File: src/core/dpio_pkg.sv
// shared constants for the dual parallel port block
package dpio_pkg;

  ////////////////////////////////////////////////////////////////////////////
  // widths
  localparam int unsigned ADDR_W = 6;
  localparam int unsigned DATA_W = 8;
  localparam int unsigned P0_W = 8;
  localparam int unsigned P1_W = 7;

  ////////////////////////////////////////////////////////////////////////////
  // register offsets in the special function space
  localparam logic [ADDR_W-1:0] OFS_PORT0_OUTPUT_LATCH = 6'h00;
  localparam logic [ADDR_W-1:0] OFS_PORT1_OUTPUT_LATCH = 6'h01;
  localparam logic [ADDR_W-1:0] OFS_PORT1_DIRECTION = 6'h09;
  localparam logic [ADDR_W-1:0] OFS_PORT0_DRIVE_TYPE = 6'h0b;
  localparam logic [ADDR_W-1:0] OFS_PORT0_PIN_READ = 6'h0c;

  ////////////////////////////////////////////////////////////////////////////
  // reset values
  localparam logic [P0_W-1:0] RST_PORT0_OUTPUT_LATCH = 8'hff;
  localparam logic [P0_W-1:0] RST_PORT0_DRIVE_TYPE = 8'h00;
  localparam logic [P1_W-1:0] RST_PORT1_OUTPUT_LATCH = 7'h00;
  localparam logic [P1_W-1:0] RST_PORT1_DIRECTION = 7'h00;
  localparam logic [DATA_W-1:0] READ_UNMAPPED = 8'h00;

  ////////////////////////////////////////////////////////////////////////////
  // field positions and codes
  localparam int unsigned P1_IRQ0_BIT = 0;
  localparam int unsigned P1_IRQ1_BIT = 1;
  localparam logic DRIVE_OPEN_DRAIN = 1'b0;
  localparam logic DRIVE_PUSH_PULL = 1'b1;
  localparam logic EDGE_RISING = 1'b0;
  localparam logic EDGE_FALLING = 1'b1;

endpackage : dpio_pkg

File: src/core/dpio_drive.sv
// per-bit open-drain or push-pull driver for the eight-bit port
`timescale 1ns/100ps
`default_nettype none
module dpio_drive (
  // settings
  input wire logic [dpio_pkg::P0_W-1:0] latch,
  input wire logic [dpio_pkg::P0_W-1:0] drive_type,
  // pin
  output logic [dpio_pkg::P0_W-1:0] pin_out,
  output logic [dpio_pkg::P0_W-1:0] pin_oe
);

  ////////////////////////////////////////////////////////////////////////////
  // one driver per bit
  genvar gi;
  generate
    for (gi = 0; gi < dpio_pkg::P0_W; gi = gi + 1) begin : g_bit
      // push-pull drives the latch, open-drain only sinks a zero
      always_comb begin
        if (drive_type[gi] == dpio_pkg::DRIVE_PUSH_PULL) begin // see [RQ5]
          pin_out[gi] = latch[gi];
          pin_oe[gi] = 1'b1;
        end else begin
          pin_out[gi] = 1'b0;
          pin_oe[gi] = ~latch[gi]; // see [RQ16]
        end
      end
    end
  endgenerate

endmodule : dpio_drive
`default_nettype wire

File: src/core/dpio_edge.sv
// edge detector feeding one external interrupt request
`timescale 1ns/100ps
`default_nettype none
module dpio_edge (
  // clock and reset
  input wire logic clk,
  input wire logic arst_n,
  // control
  input wire logic enable,
  input wire logic fall_sel,
  // pin level and event
  input wire logic level,
  output logic event_pulse
);

  logic prev_reg;
  logic armed_reg;
  logic event_next;

  ////////////////////////////////////////////////////////////////////////////
  // previous level; first cycle after reset only loads it
  always_ff @(posedge clk or negedge arst_n) begin
    if (!arst_n) begin
      prev_reg <= 1'b0;
      armed_reg <= 1'b0;
    end else begin
      prev_reg <= level;
      armed_reg <= 1'b1;
    end
  end

  // chosen edge while enabled
  always_comb begin
    if (fall_sel == dpio_pkg::EDGE_FALLING) begin
      event_next = enable && armed_reg && prev_reg && !level;
    end else begin
      event_next = enable && armed_reg && !prev_reg && level;
    end
  end

  // registered one-cycle request
  always_ff @(posedge clk or negedge arst_n) begin
    if (!arst_n) begin
      event_pulse <= 1'b0;
    end else begin
      event_pulse <= event_next;
    end
  end

  ////////////////////////////////////////////////////////////////////////////
  // checks
  property p_edge_seen;
    @(posedge clk) disable iff (!arst_n)
    (enable && armed_reg && (fall_sel == dpio_pkg::EDGE_FALLING) && prev_reg && !level)
    |=> event_pulse;
  endproperty
  a_edge_seen: assert property (p_edge_seen) else $error("selected edge gave no request"); // see [RQ11]

  property p_edge_quiet;
    @(posedge clk) disable iff (!arst_n)
    (!enable || (prev_reg == level)) |=> !event_pulse;
  endproperty
  a_edge_quiet: assert property (p_edge_quiet) else $error("request without an edge"); // see [RQ11]

endmodule : dpio_edge
`default_nettype wire

File: src/core/dpio_ports.sv
// register file and pin logic of the two parallel ports
`timescale 1ns/100ps
`default_nettype none

////////////////////////////////////////////////////////////////////////////
// Operation
// [RQ1] written values held in latch, pins unlatched
// [RQ2] pins sampled in first state of read
// [RQ3] latch and pins update in second state
// [RQ4] reset: port0 latch ones, drive type zero
// [RQ5] drive bit 0 open-drain, 1 push-pull
// [RQ6] software sets latch one before input use
// [RQ7] latch register reads latch, pin register pins
// [RQ8] reset: port1 all inputs; direction 1 outputs
// [RQ9] reset: port1 latch cleared to zero
// [RQ10] software keeps function inputs as inputs
// [RQ11] bit1 pin always feeds its interrupt
// [RQ12] bit0 port or interrupt by select bit
// [RQ13] software avoids read-modify-write on write-only
// [RQ14] software avoids reserved function space addresses
// [RQ15] select 1 means interrupt, pin stays input
// [RQ16] open-drain sinks only a zero latch
module dpio_ports (
  // clock and reset
  input wire logic clk,
  input wire logic arst_n,
  // register access from the core
  input wire logic [dpio_pkg::ADDR_W-1:0] sfr_addr,
  input wire logic [dpio_pkg::DATA_W-1:0] sfr_wdata,
  input wire logic sfr_rd,
  input wire logic sfr_wr,
  input wire logic sfr_state2,
  output logic [dpio_pkg::DATA_W-1:0] sfr_rdata,
  // interrupt pin configuration
  input wire logic irq0_pin_select,
  input wire logic irq1_fall_sel,
  // interrupt requests
  output logic irq0_event,
  output logic irq1_event,
  // eight-bit port pins
  input wire logic [dpio_pkg::P0_W-1:0] port0_pin_in,
  output logic [dpio_pkg::P0_W-1:0] port0_pin_out,
  output logic [dpio_pkg::P0_W-1:0] port0_pin_oe,
  // seven-bit port pins
  input wire logic [dpio_pkg::P1_W-1:0] port1_pin_in,
  output logic [dpio_pkg::P1_W-1:0] port1_pin_out,
  output logic [dpio_pkg::P1_W-1:0] port1_pin_oe
);

  ////////////////////////////////////////////////////////////////////////////
  // registers and strobes
  logic [dpio_pkg::P0_W-1:0] port0_output_latch_reg;
  logic [dpio_pkg::P0_W-1:0] port0_drive_type_reg;
  logic [dpio_pkg::P1_W-1:0] port1_output_latch_reg;
  logic [dpio_pkg::P1_W-1:0] port1_direction_reg;
  logic [dpio_pkg::DATA_W-1:0] rdata_next;
  logic wr_take;
  logic rd_take;
  logic sel_p0_latch;
  logic sel_p1_latch;
  logic sel_p1_dir;
  logic sel_p0_drive;
  logic sel_p0_pin;
  logic irq0_level;
  logic first_cyc_reg;

  ////////////////////////////////////////////////////////////////////////////
  // address decode
  assign sel_p0_latch = (sfr_addr == dpio_pkg::OFS_PORT0_OUTPUT_LATCH);
  assign sel_p1_latch = (sfr_addr == dpio_pkg::OFS_PORT1_OUTPUT_LATCH);
  assign sel_p1_dir = (sfr_addr == dpio_pkg::OFS_PORT1_DIRECTION);
  assign sel_p0_drive = (sfr_addr == dpio_pkg::OFS_PORT0_DRIVE_TYPE);
  assign sel_p0_pin = (sfr_addr == dpio_pkg::OFS_PORT0_PIN_READ);

  // writes land in the second state, reads sample in the first
  assign wr_take = sfr_wr && sfr_state2; // see [RQ3]
  assign rd_take = sfr_rd && !sfr_state2; // see [RQ2]

  ////////////////////////////////////////////////////////////////////////////
  // eight-bit port output latch
  always_ff @(posedge clk or negedge arst_n) begin
    if (!arst_n) begin
      port0_output_latch_reg <= dpio_pkg::RST_PORT0_OUTPUT_LATCH; // see [RQ4]
    end else if (wr_take && sel_p0_latch) begin
      port0_output_latch_reg <= sfr_wdata; // see [RQ1]
    end
  end

  // eight-bit port drive type
  always_ff @(posedge clk or negedge arst_n) begin
    if (!arst_n) begin
      port0_drive_type_reg <= dpio_pkg::RST_PORT0_DRIVE_TYPE; // see [RQ4]
    end else if (wr_take && sel_p0_drive) begin
      port0_drive_type_reg <= sfr_wdata;
    end
  end

  // seven-bit port output latch
  always_ff @(posedge clk or negedge arst_n) begin
    if (!arst_n) begin
      port1_output_latch_reg <= dpio_pkg::RST_PORT1_OUTPUT_LATCH; // see [RQ9]
    end else if (wr_take && sel_p1_latch) begin
      port1_output_latch_reg <= sfr_wdata[dpio_pkg::P1_W-1:0]; // see [RQ1]
    end
  end

  // seven-bit port direction
  always_ff @(posedge clk or negedge arst_n) begin
    if (!arst_n) begin
      port1_direction_reg <= dpio_pkg::RST_PORT1_DIRECTION; // see [RQ8]
    end else if (wr_take && sel_p1_dir) begin
      port1_direction_reg <= sfr_wdata[dpio_pkg::P1_W-1:0];
    end
  end

  ////////////////////////////////////////////////////////////////////////////
  // read mux; pin register shows the live pins, not the latch
  always_comb begin
    rdata_next = dpio_pkg::READ_UNMAPPED;
    unique case (1'b1)
      sel_p0_latch: rdata_next = port0_output_latch_reg; // see [RQ7]
      sel_p1_latch: rdata_next = {1'b0, port1_output_latch_reg};
      sel_p1_dir: rdata_next = {1'b0, port1_direction_reg};
      sel_p0_drive: rdata_next = port0_drive_type_reg;
      sel_p0_pin: rdata_next = port0_pin_in; // see [RQ7]
      default: rdata_next = dpio_pkg::READ_UNMAPPED;
    endcase
  end

  // read data captured at the first-state edge and then held
  always_ff @(posedge clk or negedge arst_n) begin
    if (!arst_n) begin
      sfr_rdata <= dpio_pkg::READ_UNMAPPED;
    end else if (rd_take) begin
      sfr_rdata <= rdata_next; // see [RQ2]
    end
  end

  ////////////////////////////////////////////////////////////////////////////
  // eight-bit port drivers
  dpio_drive u_drive (
    .latch(port0_output_latch_reg),
    .drive_type(port0_drive_type_reg),
    .pin_out(port0_pin_out),
    .pin_oe(port0_pin_oe)
  );

  ////////////////////////////////////////////////////////////////////////////
  // seven-bit port drivers; bit 0 forced to input while it serves irq0
  always_comb begin
    port1_pin_out = port1_output_latch_reg;
    port1_pin_oe = port1_direction_reg; // see [RQ8]
    if (irq0_pin_select) begin
      port1_pin_oe[dpio_pkg::P1_IRQ0_BIT] = 1'b0; // see [RQ15]
    end
  end

  ////////////////////////////////////////////////////////////////////////////
  // interrupt pin feeds; irq0 idles high when the pin is a port
  assign irq0_level = irq0_pin_select ? port1_pin_in[dpio_pkg::P1_IRQ0_BIT] : 1'b1; // see [RQ12]

  // irq0 falls only, and only when selected
  dpio_edge u_irq0 (
    .clk(clk),
    .arst_n(arst_n),
    .enable(irq0_pin_select), // see [RQ15]
    .fall_sel(dpio_pkg::EDGE_FALLING),
    .level(irq0_level),
    .event_pulse(irq0_event)
  );

  // irq1 watches its pin even when the pin drives
  dpio_edge u_irq1 (
    .clk(clk),
    .arst_n(arst_n),
    .enable(1'b1),
    .fall_sel(irq1_fall_sel),
    .level(port1_pin_in[dpio_pkg::P1_IRQ1_BIT]), // see [RQ11]
    .event_pulse(irq1_event)
  );

  ////////////////////////////////////////////////////////////////////////////
  // helper: marks the first edge after reset release
  always_ff @(posedge clk or negedge arst_n) begin
    if (!arst_n) begin
      first_cyc_reg <= 1'b1;
    end else begin
      first_cyc_reg <= 1'b0;
    end
  end

  ////////////////////////////////////////////////////////////////////////////
  // checks
  property p_p0_write;
    @(posedge clk) disable iff (!arst_n)
    (sfr_wr && sfr_state2 && sfr_addr == dpio_pkg::OFS_PORT0_OUTPUT_LATCH)
    |=> (port0_output_latch_reg == $past(sfr_wdata));
  endproperty
  a_p0_write: assert property (p_p0_write) else $error("port0 latch missed write"); // see [RQ3]

  property p_hold;
    @(posedge clk) disable iff (!arst_n)
    !(sfr_wr && sfr_state2)
    |=> ($stable(port0_output_latch_reg) && $stable(port1_output_latch_reg));
  endproperty
  a_hold: assert property (p_hold) else $error("latch changed without a write"); // see [RQ1]

  property p_pin_sample;
    @(posedge clk) disable iff (!arst_n)
    (sfr_rd && !sfr_state2 && sfr_addr == dpio_pkg::OFS_PORT0_PIN_READ)
    |=> (sfr_rdata == $past(port0_pin_in));
  endproperty
  a_pin_sample: assert property (p_pin_sample) else $error("pin read not sampled"); // see [RQ2]

  property p_latch_read;
    @(posedge clk) disable iff (!arst_n)
    (sfr_rd && !sfr_state2 && !sfr_wr && sfr_addr == dpio_pkg::OFS_PORT0_OUTPUT_LATCH)
    |=> (sfr_rdata == port0_output_latch_reg);
  endproperty
  a_latch_read: assert property (p_latch_read) else $error("latch read wrong"); // see [RQ7]

  property p_reset_vals;
    @(posedge clk) disable iff (!arst_n)
    first_cyc_reg |-> (port0_drive_type_reg == dpio_pkg::RST_PORT0_DRIVE_TYPE
                       && port1_direction_reg == dpio_pkg::RST_PORT1_DIRECTION
                       && port1_output_latch_reg == dpio_pkg::RST_PORT1_OUTPUT_LATCH
                       && port0_output_latch_reg == dpio_pkg::RST_PORT0_OUTPUT_LATCH);
  endproperty
  a_reset_vals: assert property (p_reset_vals) else $error("bad reset value"); // see [RQ4]

  property p_p1_reset_input;
    @(posedge clk) disable iff (!arst_n)
    first_cyc_reg |-> (port1_pin_oe == '0);
  endproperty
  a_p1_reset_input: assert property (p_p1_reset_input) else $error("port1 not input"); // see [RQ8]

  property p_open_drain;
    @(posedge clk) disable iff (!arst_n)
    (port0_pin_oe == (port0_drive_type_reg | ~port0_output_latch_reg))
    && ((port0_pin_out & ~port0_drive_type_reg) == '0);
  endproperty
  a_open_drain: assert property (p_open_drain) else $error("port0 driver wrong"); // see [RQ16]

  property p_push_pull;
    @(posedge clk) disable iff (!arst_n)
    ((port0_pin_out & port0_drive_type_reg)
     == (port0_output_latch_reg & port0_drive_type_reg));
  endproperty
  a_push_pull: assert property (p_push_pull) else $error("push-pull data wrong"); // see [RQ5]

  property p_irq0_input;
    @(posedge clk) disable iff (!arst_n)
    irq0_pin_select |-> !port1_pin_oe[dpio_pkg::P1_IRQ0_BIT];
  endproperty
  a_irq0_input: assert property (p_irq0_input) else $error("irq0 pin driven"); // see [RQ15]

  property p_irq0_off;
    @(posedge clk) disable iff (!arst_n)
    !irq0_pin_select [*2] |-> !irq0_event;
  endproperty
  a_irq0_off: assert property (p_irq0_off) else $error("irq0 while port"); // see [RQ12]

  property p_dir_out;
    @(posedge clk) disable iff (!arst_n)
    (port1_pin_oe[dpio_pkg::P1_W-1:1] == port1_direction_reg[dpio_pkg::P1_W-1:1]);
  endproperty
  a_dir_out: assert property (p_dir_out) else $error("direction not applied"); // see [RQ8]

  // remaining registers, read hold, read-only address and irq1 edges
  property p_p1_write;
    @(posedge clk) disable iff (!arst_n)
    (sfr_wr && sfr_state2 && sfr_addr == dpio_pkg::OFS_PORT1_OUTPUT_LATCH)
    |=> ({1'b0, port1_output_latch_reg} == ($past(sfr_wdata) & {1'b0, {dpio_pkg::P1_W{1'b1}}}));
  endproperty
  a_p1_write: assert property (p_p1_write) else $error("port1 latch missed write"); // see [RQ3]

  property p_dir_write;
    @(posedge clk) disable iff (!arst_n)
    (sfr_wr && sfr_state2 && sfr_addr == dpio_pkg::OFS_PORT1_DIRECTION)
    |=> ({1'b0, port1_direction_reg} == ($past(sfr_wdata) & {1'b0, {dpio_pkg::P1_W{1'b1}}}));
  endproperty
  a_dir_write: assert property (p_dir_write) else $error("direction missed write"); // see [RQ8]

  property p_drive_write;
    @(posedge clk) disable iff (!arst_n)
    (sfr_wr && sfr_state2 && sfr_addr == dpio_pkg::OFS_PORT0_DRIVE_TYPE)
    |=> (port0_drive_type_reg == $past(sfr_wdata));
  endproperty
  a_drive_write: assert property (p_drive_write) else $error("drive type missed write"); // see [RQ5]

  property p_rdata_hold;
    @(posedge clk) disable iff (!arst_n)
    !(sfr_rd && !sfr_state2)
    |=> $stable(sfr_rdata);
  endproperty
  a_rdata_hold: assert property (p_rdata_hold) else $error("read data moved without read"); // see [RQ2]

  property p_ro_write;
    @(posedge clk) disable iff (!arst_n)
    (sfr_wr && sfr_state2 && sfr_addr == dpio_pkg::OFS_PORT0_PIN_READ)
    |=> ($stable(port0_output_latch_reg) && $stable(port0_drive_type_reg)
         && $stable(port1_output_latch_reg) && $stable(port1_direction_reg));
  endproperty
  a_ro_write: assert property (p_ro_write) else $error("read-only write landed"); // see [RQ7]

  property p_irq1_edge;
    @(posedge clk) disable iff (!arst_n)
    (!first_cyc_reg && $changed(port1_pin_in[dpio_pkg::P1_IRQ1_BIT])
     && (port1_pin_in[dpio_pkg::P1_IRQ1_BIT] != irq1_fall_sel))
    |=> irq1_event;
  endproperty
  a_irq1_edge: assert property (p_irq1_edge) else $error("irq1 edge missed"); // see [RQ11]

endmodule : dpio_ports
`default_nettype wire

File: config.mk
export PLATFORM = sky130hd
export DESIGN_NAME = dpio_ports
export DESIGN_NICKNAME = d
export VERILOG_FILES = /design/src/core/dpio_pkg.sv /design/src/core/dpio_drive.sv /design/src/core/dpio_edge.sv /design/src/core/dpio_ports.sv
export SDC_FILE = /design/constraint.sdc
export NUM_CORES = 1
export LEC_CHECK = 0
export BUFFER_PORTS_ARGS = -buffer_cell sky130_fd_sc_hd__clkbuf_2
export CAP_MARGIN = 20
export CORE_UTILIZATION = 50
export DETAILED_ROUTE_END_ITERATION = 7
export HOLD_SLACK_MARGIN = 0.12
export PLACE_DENSITY = 0.91
export SLEW_MARGIN = 10
export SYNTH_ARGS = -nofsm -noshare
export SYNTH_HDL_FRONTEND = slang
export SYNTH_SLANG_ARGS = --single-unit
File: constraint.sdc
create_clock -name clk -period 1.45 [get_ports clk]
set_clock_uncertainty 0.2 [all_clocks]
set_input_delay 0.0725 -clock clk [delete_from_list [all_inputs] [get_ports clk]]
set_output_delay 0.0725 -clock clk [all_outputs]
set_load 0.005 [all_outputs]
==> flow_summary.toml, run 1 <==
[cts]
ctsLongestPathBuffers = 2
cts.sinks = 43
tritoncts = "built"
clk_pin_slew_ns = 0.09
root_buffer = "clkbuf_8"
worstSkewPairLatency_ns = 0.31
numCtsBuffers = 5
htree_levels = 2

[logic_synthesis]
syn_inst = 180
syn_area_um2 = 2210
synth_nets = 216
ys.flop_type = "dfrtp_1"
ys_seq_elements = 43
yosys_warnings = 0
ys_types = 32
syn_area_per_cell_um2 = 12.3
synth_top_cell_area_share_pct = 39.7
synth.area.top_cells = "dfrtp_1 40%, mux2_2 19%, dfstp_2 9.5%, mux2i_1 3.2%, o2111ai_1 2.8%"
synth_edf_count = 0
ys_seq_area_share_pct = 49.2
ys_async_sr_fraction_pct = 100
yosysTopAreaCell = "dfrtp_1"

[sta]
finalSetupTns_ns = -1.16
timing.final.crit_share_pct = 108
rsz0062_at_grt = "true"
worst_slack_ns = -0.111
min_period_ns = 1.56
hold_violations = 0
drv_slew = 0
fmax_ghz = 0.641
setup_violations = 16

[global_route]
grt.overflow.total = 0
first_global_vias = 2071
grt_use_total_pct = 31.2
antenna_found_initial = 0
grt_max_degree = 31
grt_pass1_wl_mm = 10.2

[critical_path]
rr_startpoint = "port0_output_latch_reg[5]"
crit_path_max_incr_delay_ns = 0.57
cp_slowest_cell = "or4_4"
critical_path_class = "in2reg"
cp-end-kind = "register"
cp_cell_sequence = "buf_6 > or4_4 > nor4b_4 > buf_4 > mux2_4"
crit_fanout = 4
startpoint_type = "input port"
rrSetupSlack_ns = -0.01
r2r_end = "sfr_rdata[5]"
crit_arrival_ns = 1.60
cp.required_ns = 1.49
worst-r2r-cell-count = 3

[drt]
wl_mm = 6.83
drtAntennaViolNets = 0
routed_via_density = 5.88
post-route-drc-count = 0
drt-pass1-iter-count = 4
first_iter_violations = 223
post_drt_wl_per_cell_um = 20.0
vias = 2010

[power]
peakVddDrop_uv = 577
finalPower_mw = 2.93
powerDensity_nw_per_um2 = 908
power.leakage_nw = 1.55

[cells_and_area]
num_antenna_cells = 0
drive_gt1_share_pct = 53.8
postLayoutCoreUtil_pct = 78.3
fin_cells = 342
area_growth_pct = 46.1
layout.nets = 327
final_area_um2 = 3220

[floorplan]
fp-row-count = 23
io_pins = 76
initial_core_util_pct = 53.6
core_um2 = 4120
die_w_um = 68.4
die_y_um = 68.4
dieArea_um2 = 4680

[place]
hpwl_mm = 4.01
dpl.cell_count = 307
place_area_um2 = 2790
finalWeightedCongestion = 0.808
portBuffers = 70

[outcome]
outcome = "finished with violations"
violations = "negative setup slack"

[job]
cap_violations = 0

[hold_path]
hp-class = "in2async"
==> worst max-delay path by stage <==
stage	start	endpoint	slack, ns	cells past startpoint
final	sfr_addr[2]	port0_output_latch_reg[0]	-0.11	5
after global routing	sfr_addr[2]	port0_output_latch_reg[0]	-0.14	5
after CTS	sfr_addr[2]	port1_pin_out[0]	-0.07	4
after detailed placement	sfr_addr[2]	port1_pin_out[6]	-0.47	4
after global placement	sfr_addr[2]	port1_pin_out[6]	-0.44	4
after floorplan	sfr_addr[2]	port0_output_latch_reg[0]	-0.35	4
==> report_power, final <==
part           switching (mW)  internal [mW]  total (mW)
registers              0.0935           1.31        1.41
logic                   0.236          0.317       0.553
clock network           0.451          0.513       0.964
total                   0.781           2.14        2.93
==> cell usage after synthesis, types with 2 or more instances <==
| cell | n |
|---|---|
| mux2_2 | 37 |
| dfrtp_1 | 35 |
| nor2_1 | 11 |
| and2_1 | 9 |
| nand2b_1 | 9 |
| dfstp_2 | 8 |
| nand4_1 | 8 |
| mux2i_1 | 7 |
| o2111ai_1 | 7 |
| o211ai_1 | 7 |
| o31a_1 | 7 |
| buf_4 | 6 |
| clkbuf_1 | 6 |
| buf_2 | 3 |
| nand2_1 | 2 |
| nor2b_1 | 2 |
==> cell families after synthesis <==
family                 after synthesis  share of synthesized area [%]
AOI/OAI and AO/OA                   24                           9.08
buffers and inverters               18                           4.59
DFF                                 43                           49.2
muxes                               44                           22.1
other                                1                          0.170
and+or+nand+nor                     50                           14.9
==> worst max-delay path: cells and delay by family <==
| family | cells | cell delay [ns] |
|---|---|---|
| AND/OR/NAND/NOR | 2 | 0.91 |
| buffers and inverters | 2 | 0.31 |
| multiplexers | 1 | 0.31 |
==> through the flow <==
step | setup slack [ns] | hold slack, ns
3_3_place_gp | -0.436 | -0.160
5_1_grt | -0.136 | 0.0926
3_5_place_dp | -0.475 | -0.159
6_report | -0.111 | 0.0453
2_1_floorplan | -0.352 | -0.423
4_1_cts | -0.0669 | 0.0546
==> layout make-up <==
cell class | instances | area [um2]
clock inverter | 3 | 43.8
timing repair buffer | 121 | 838
fill | 258 | 892
sequential | 43 | 1090
clock buffer | 5 | 68.8
multi-input combinational | 119 | 1120
inverter | 1 | 3.75
tap | 50 | 62.6
==> repair_timing <==
action | 4_1_cts | 5_1_grt
hold buffers | 25 | 1
setup buffers | 1 | 2
resized for setup | 11 | 5
hold endpoints to repair | 85 | 14
pin swaps | 2 | 2
endpoints found under the setup margin | 15 | 33
gates cloned | 0 | 0
==> cells in the final DEF, fill, tap and decap left out, types with 2 or more instances in the layout <==
| cell | instances |
|---|---|
| mux2_4 | 21 |
| clkbuf_2 | 69 |
| mux2_2 | 16 |
| nand4_1 | 8 |
| dlygate4sd3_1 | 25 |
| nand2_1 | 2 |
| nand2b_1 | 9 |
| buf_6 | 4 |
| dfrtp_1 | 35 |
| mux2i_1 | 7 |
| buf_12 | 2 |
| nor4b_4 | 2 |
| o31a_1 | 7 |
| o2111ai_1 | 7 |
| o211ai_1 | 7 |
| dfstp_2 | 8 |
| clkbuf_8 | 5 |
| nor2_1 | 11 |
| buf_4 | 21 |
| and2_1 | 8 |
==> per-layer routing <==
metal	vias up	part of all wire [%]	track usage (%)
met5	-	0	0
met4	0	2.8	14.1
met2	108	50	51.0
met3	16	6.6	9.00
li1	885	-	-
met1	1001	40	37.8
Power figures use the tool's default switching activity.
==> inputs of run 2 (changes only) <==
--- a/config.mk
+++ b/config.mk
@@ -7,10 +7,12 @@
 export LEC_CHECK = 0
 export BUFFER_PORTS_ARGS = -buffer_cell sky130_fd_sc_hd__clkbuf_2
 export CAP_MARGIN = 20
+export CORE_ASPECT_RATIO = 0.8
 export CORE_UTILIZATION = 50
 export DETAILED_ROUTE_END_ITERATION = 7
 export HOLD_SLACK_MARGIN = 0.12
 export PLACE_DENSITY = 0.91
+export REMOVE_ABC_BUFFERS = 1
 export SLEW_MARGIN = 10
 export SYNTH_ARGS = -nofsm -noshare
 export SYNTH_HDL_FRONTEND = slang
==> run 2 against run 1 <==
  * The flow still finishes with violations (negative setup slack)
  * Core utilization down 1.1 points
  * Die area about the same
  * Design area up 0.78%
  * Via count down 2.7%
  * Clock power down 12%
  * Register-to-register slack better by 0.09 ns
  * Total power down 3.9%
  * Maximum frequency up 0.92%
  * Largest cell class unchanged
  * Largest power group unchanged
==> flow_summary.toml, run 2 (synthesis gave the netlist of run 1 again) <==
[floorplan]
initial_core_util_pct = 52.5
fp-row-count = 21
io_pins = 76
core_um2 = 4200
die_w_um = 76.3
die_y_um = 61.4
dieArea_um2 = 4680

[cells_and_area]
nFillCells = 251
fin_cells = 351
num_antenna_cells = 0
final-seq-area_um2 = 1090
mostFrequentLayoutCells = "68 x clkbuf_2, 35 x dfrtp_1, 24 x dlygate4sd3_1"
final_area_um2 = 3250
multi_input_area_um2 = 1130
final_common_cell = "clkbuf_2"
layout.nets = 329
drive_gt1_share_pct = 53.7
area_growth_pct = 47.2

[place]
place_area_um2 = 2770
dpl.cell_count = 317
portBuffers = 70
hpwl_mm = 4.08
finalWeightedCongestion = 0.813

[sta]
worst_slack_ns = -0.0970
whs_ns = 0.123
hold_violations = 0
setup_violations = 19
rsz0062_at_grt = "true"
finalSetupTns_ns = -1.27
drv_slew = 0
fmax_ghz = 0.646
min_period_ns = 1.55
timing.final.crit_share_pct = 107

[power]
power.leakage_nw = 1.56
peakVddDrop_uv = 701
finalPower_mw = 2.81
powerDensity_nw_per_um2 = 866

[global_route]
grt_max_degree = 44
first_global_vias = 1901
antenna_found_initial = 0
grt_pass1_wl_mm = 9.76
grt.overflow.total = 0
grt_use_total_pct = 28.4

[critical_path]
crit_fanout = 4
worst-r2r-cell-count = 3
cp-end-kind = "register"
cp.required_ns = 1.49
startpoint_type = "input port"
critical_path_class = "in2reg"
crit_arrival_ns = 1.59
rrSetupSlack_ns = 0.08
rr_startpoint = "port0_output_latch_reg[7]"
r2r_end = "sfr_rdata[7]"

[drt]
post_drt_wl_per_cell_um = 19.1
drtAntennaViolNets = 0
routed_via_density = 5.57
first_iter_violations = 168
wl_mm = 6.69
vias = 1956
drt-pass1-iter-count = 4
post-route-drc-count = 0

[job]
cap_violations = 0

[hold_path]
hp-class = "in2reg"
hold_start = "sfr_rd"
hold-path-endpoint = "sfr_rdata[7]"
hold_depth = 5

[outcome]
outcome = "finished with violations"
violations = "negative setup slack"

[cts]
root_buffer = "clkbuf_8"
cts.sinks = 43
ctsLongestPathBuffers = 2
numCtsBuffers = 5
clk_pin_slew_ns = 0.08
tritoncts = "built"
htree_levels = 2
worstSkewPairLatency_ns = 0.30
[run 2: repair_timing]
action	4_1_cts	5_1_grt
endpoints found under the hold margin	85	2
hold buffers	24	1
pin swaps	1	3
setup buffers	0	2
endpoints found under the setup margin	25	29
gates resized for setup	16	17
[run 2: layout make-up]
class | count | area share (%)
inverter | 1 | 0.116
sequential | 43 | 33.4
clock buffer | 8 | 3.08
timing repair buffer | 123 | 26.5
tap | 57 | 2.20
multi-input combinational | 119 | 34.7
[run 2: through the flow]
step           setup WS [ns]  utilization [%]
6_report             -0.0970             77.3
3_5_place_dp          -0.519             65.8
4_1_cts              -0.0721             75.4
5_1_grt               -0.104             77.3
3_3_place_gp          -0.486             65.8
2_1_floorplan         -0.421                -
[run 2: worst max path at each step]
stage,cells after the start,endpoint,start
final,5,port0_output_latch_reg[7],sfr_addr[2]
after floorplan,3,port0_output_latch_reg[0],sfr_addr[2]
after CTS,5,port0_output_latch_reg[2],sfr_addr[2]
after global routing,5,port0_output_latch_reg[7],sfr_addr[2]
after detailed placement,4,port1_pin_out[2],sfr_addr[2]
after global placement,4,port1_pin_out[5],sfr_addr[2]
[run 2: metal layers]
metal  GRT usage (%)  wire length, um  vias up  share of wire [%]
met3            5.04              409       19                6.1
met2            48.0             3260       94                 49
met4            16.2              185        0                2.8
li1                -                -      886                  -
met1            36.0             2830      957                 42
met5               0                0        -                  0
[run 2: report_power, final]
part / switching (mW) / total (mW) / internal (mW)
Combinational: 0.235 / 0.557 / 0.322
Clock: 0.413 / 0.848 / 0.435
Sequential: 0.0922 / 1.41 / 1.31
[run 2: critical path, cell delays in order]
cell and delay (ns):
buf_6 0.09, or4_4 0.58, nor4b_4 0.31, buf_4 0.22, mux2_4 0.31
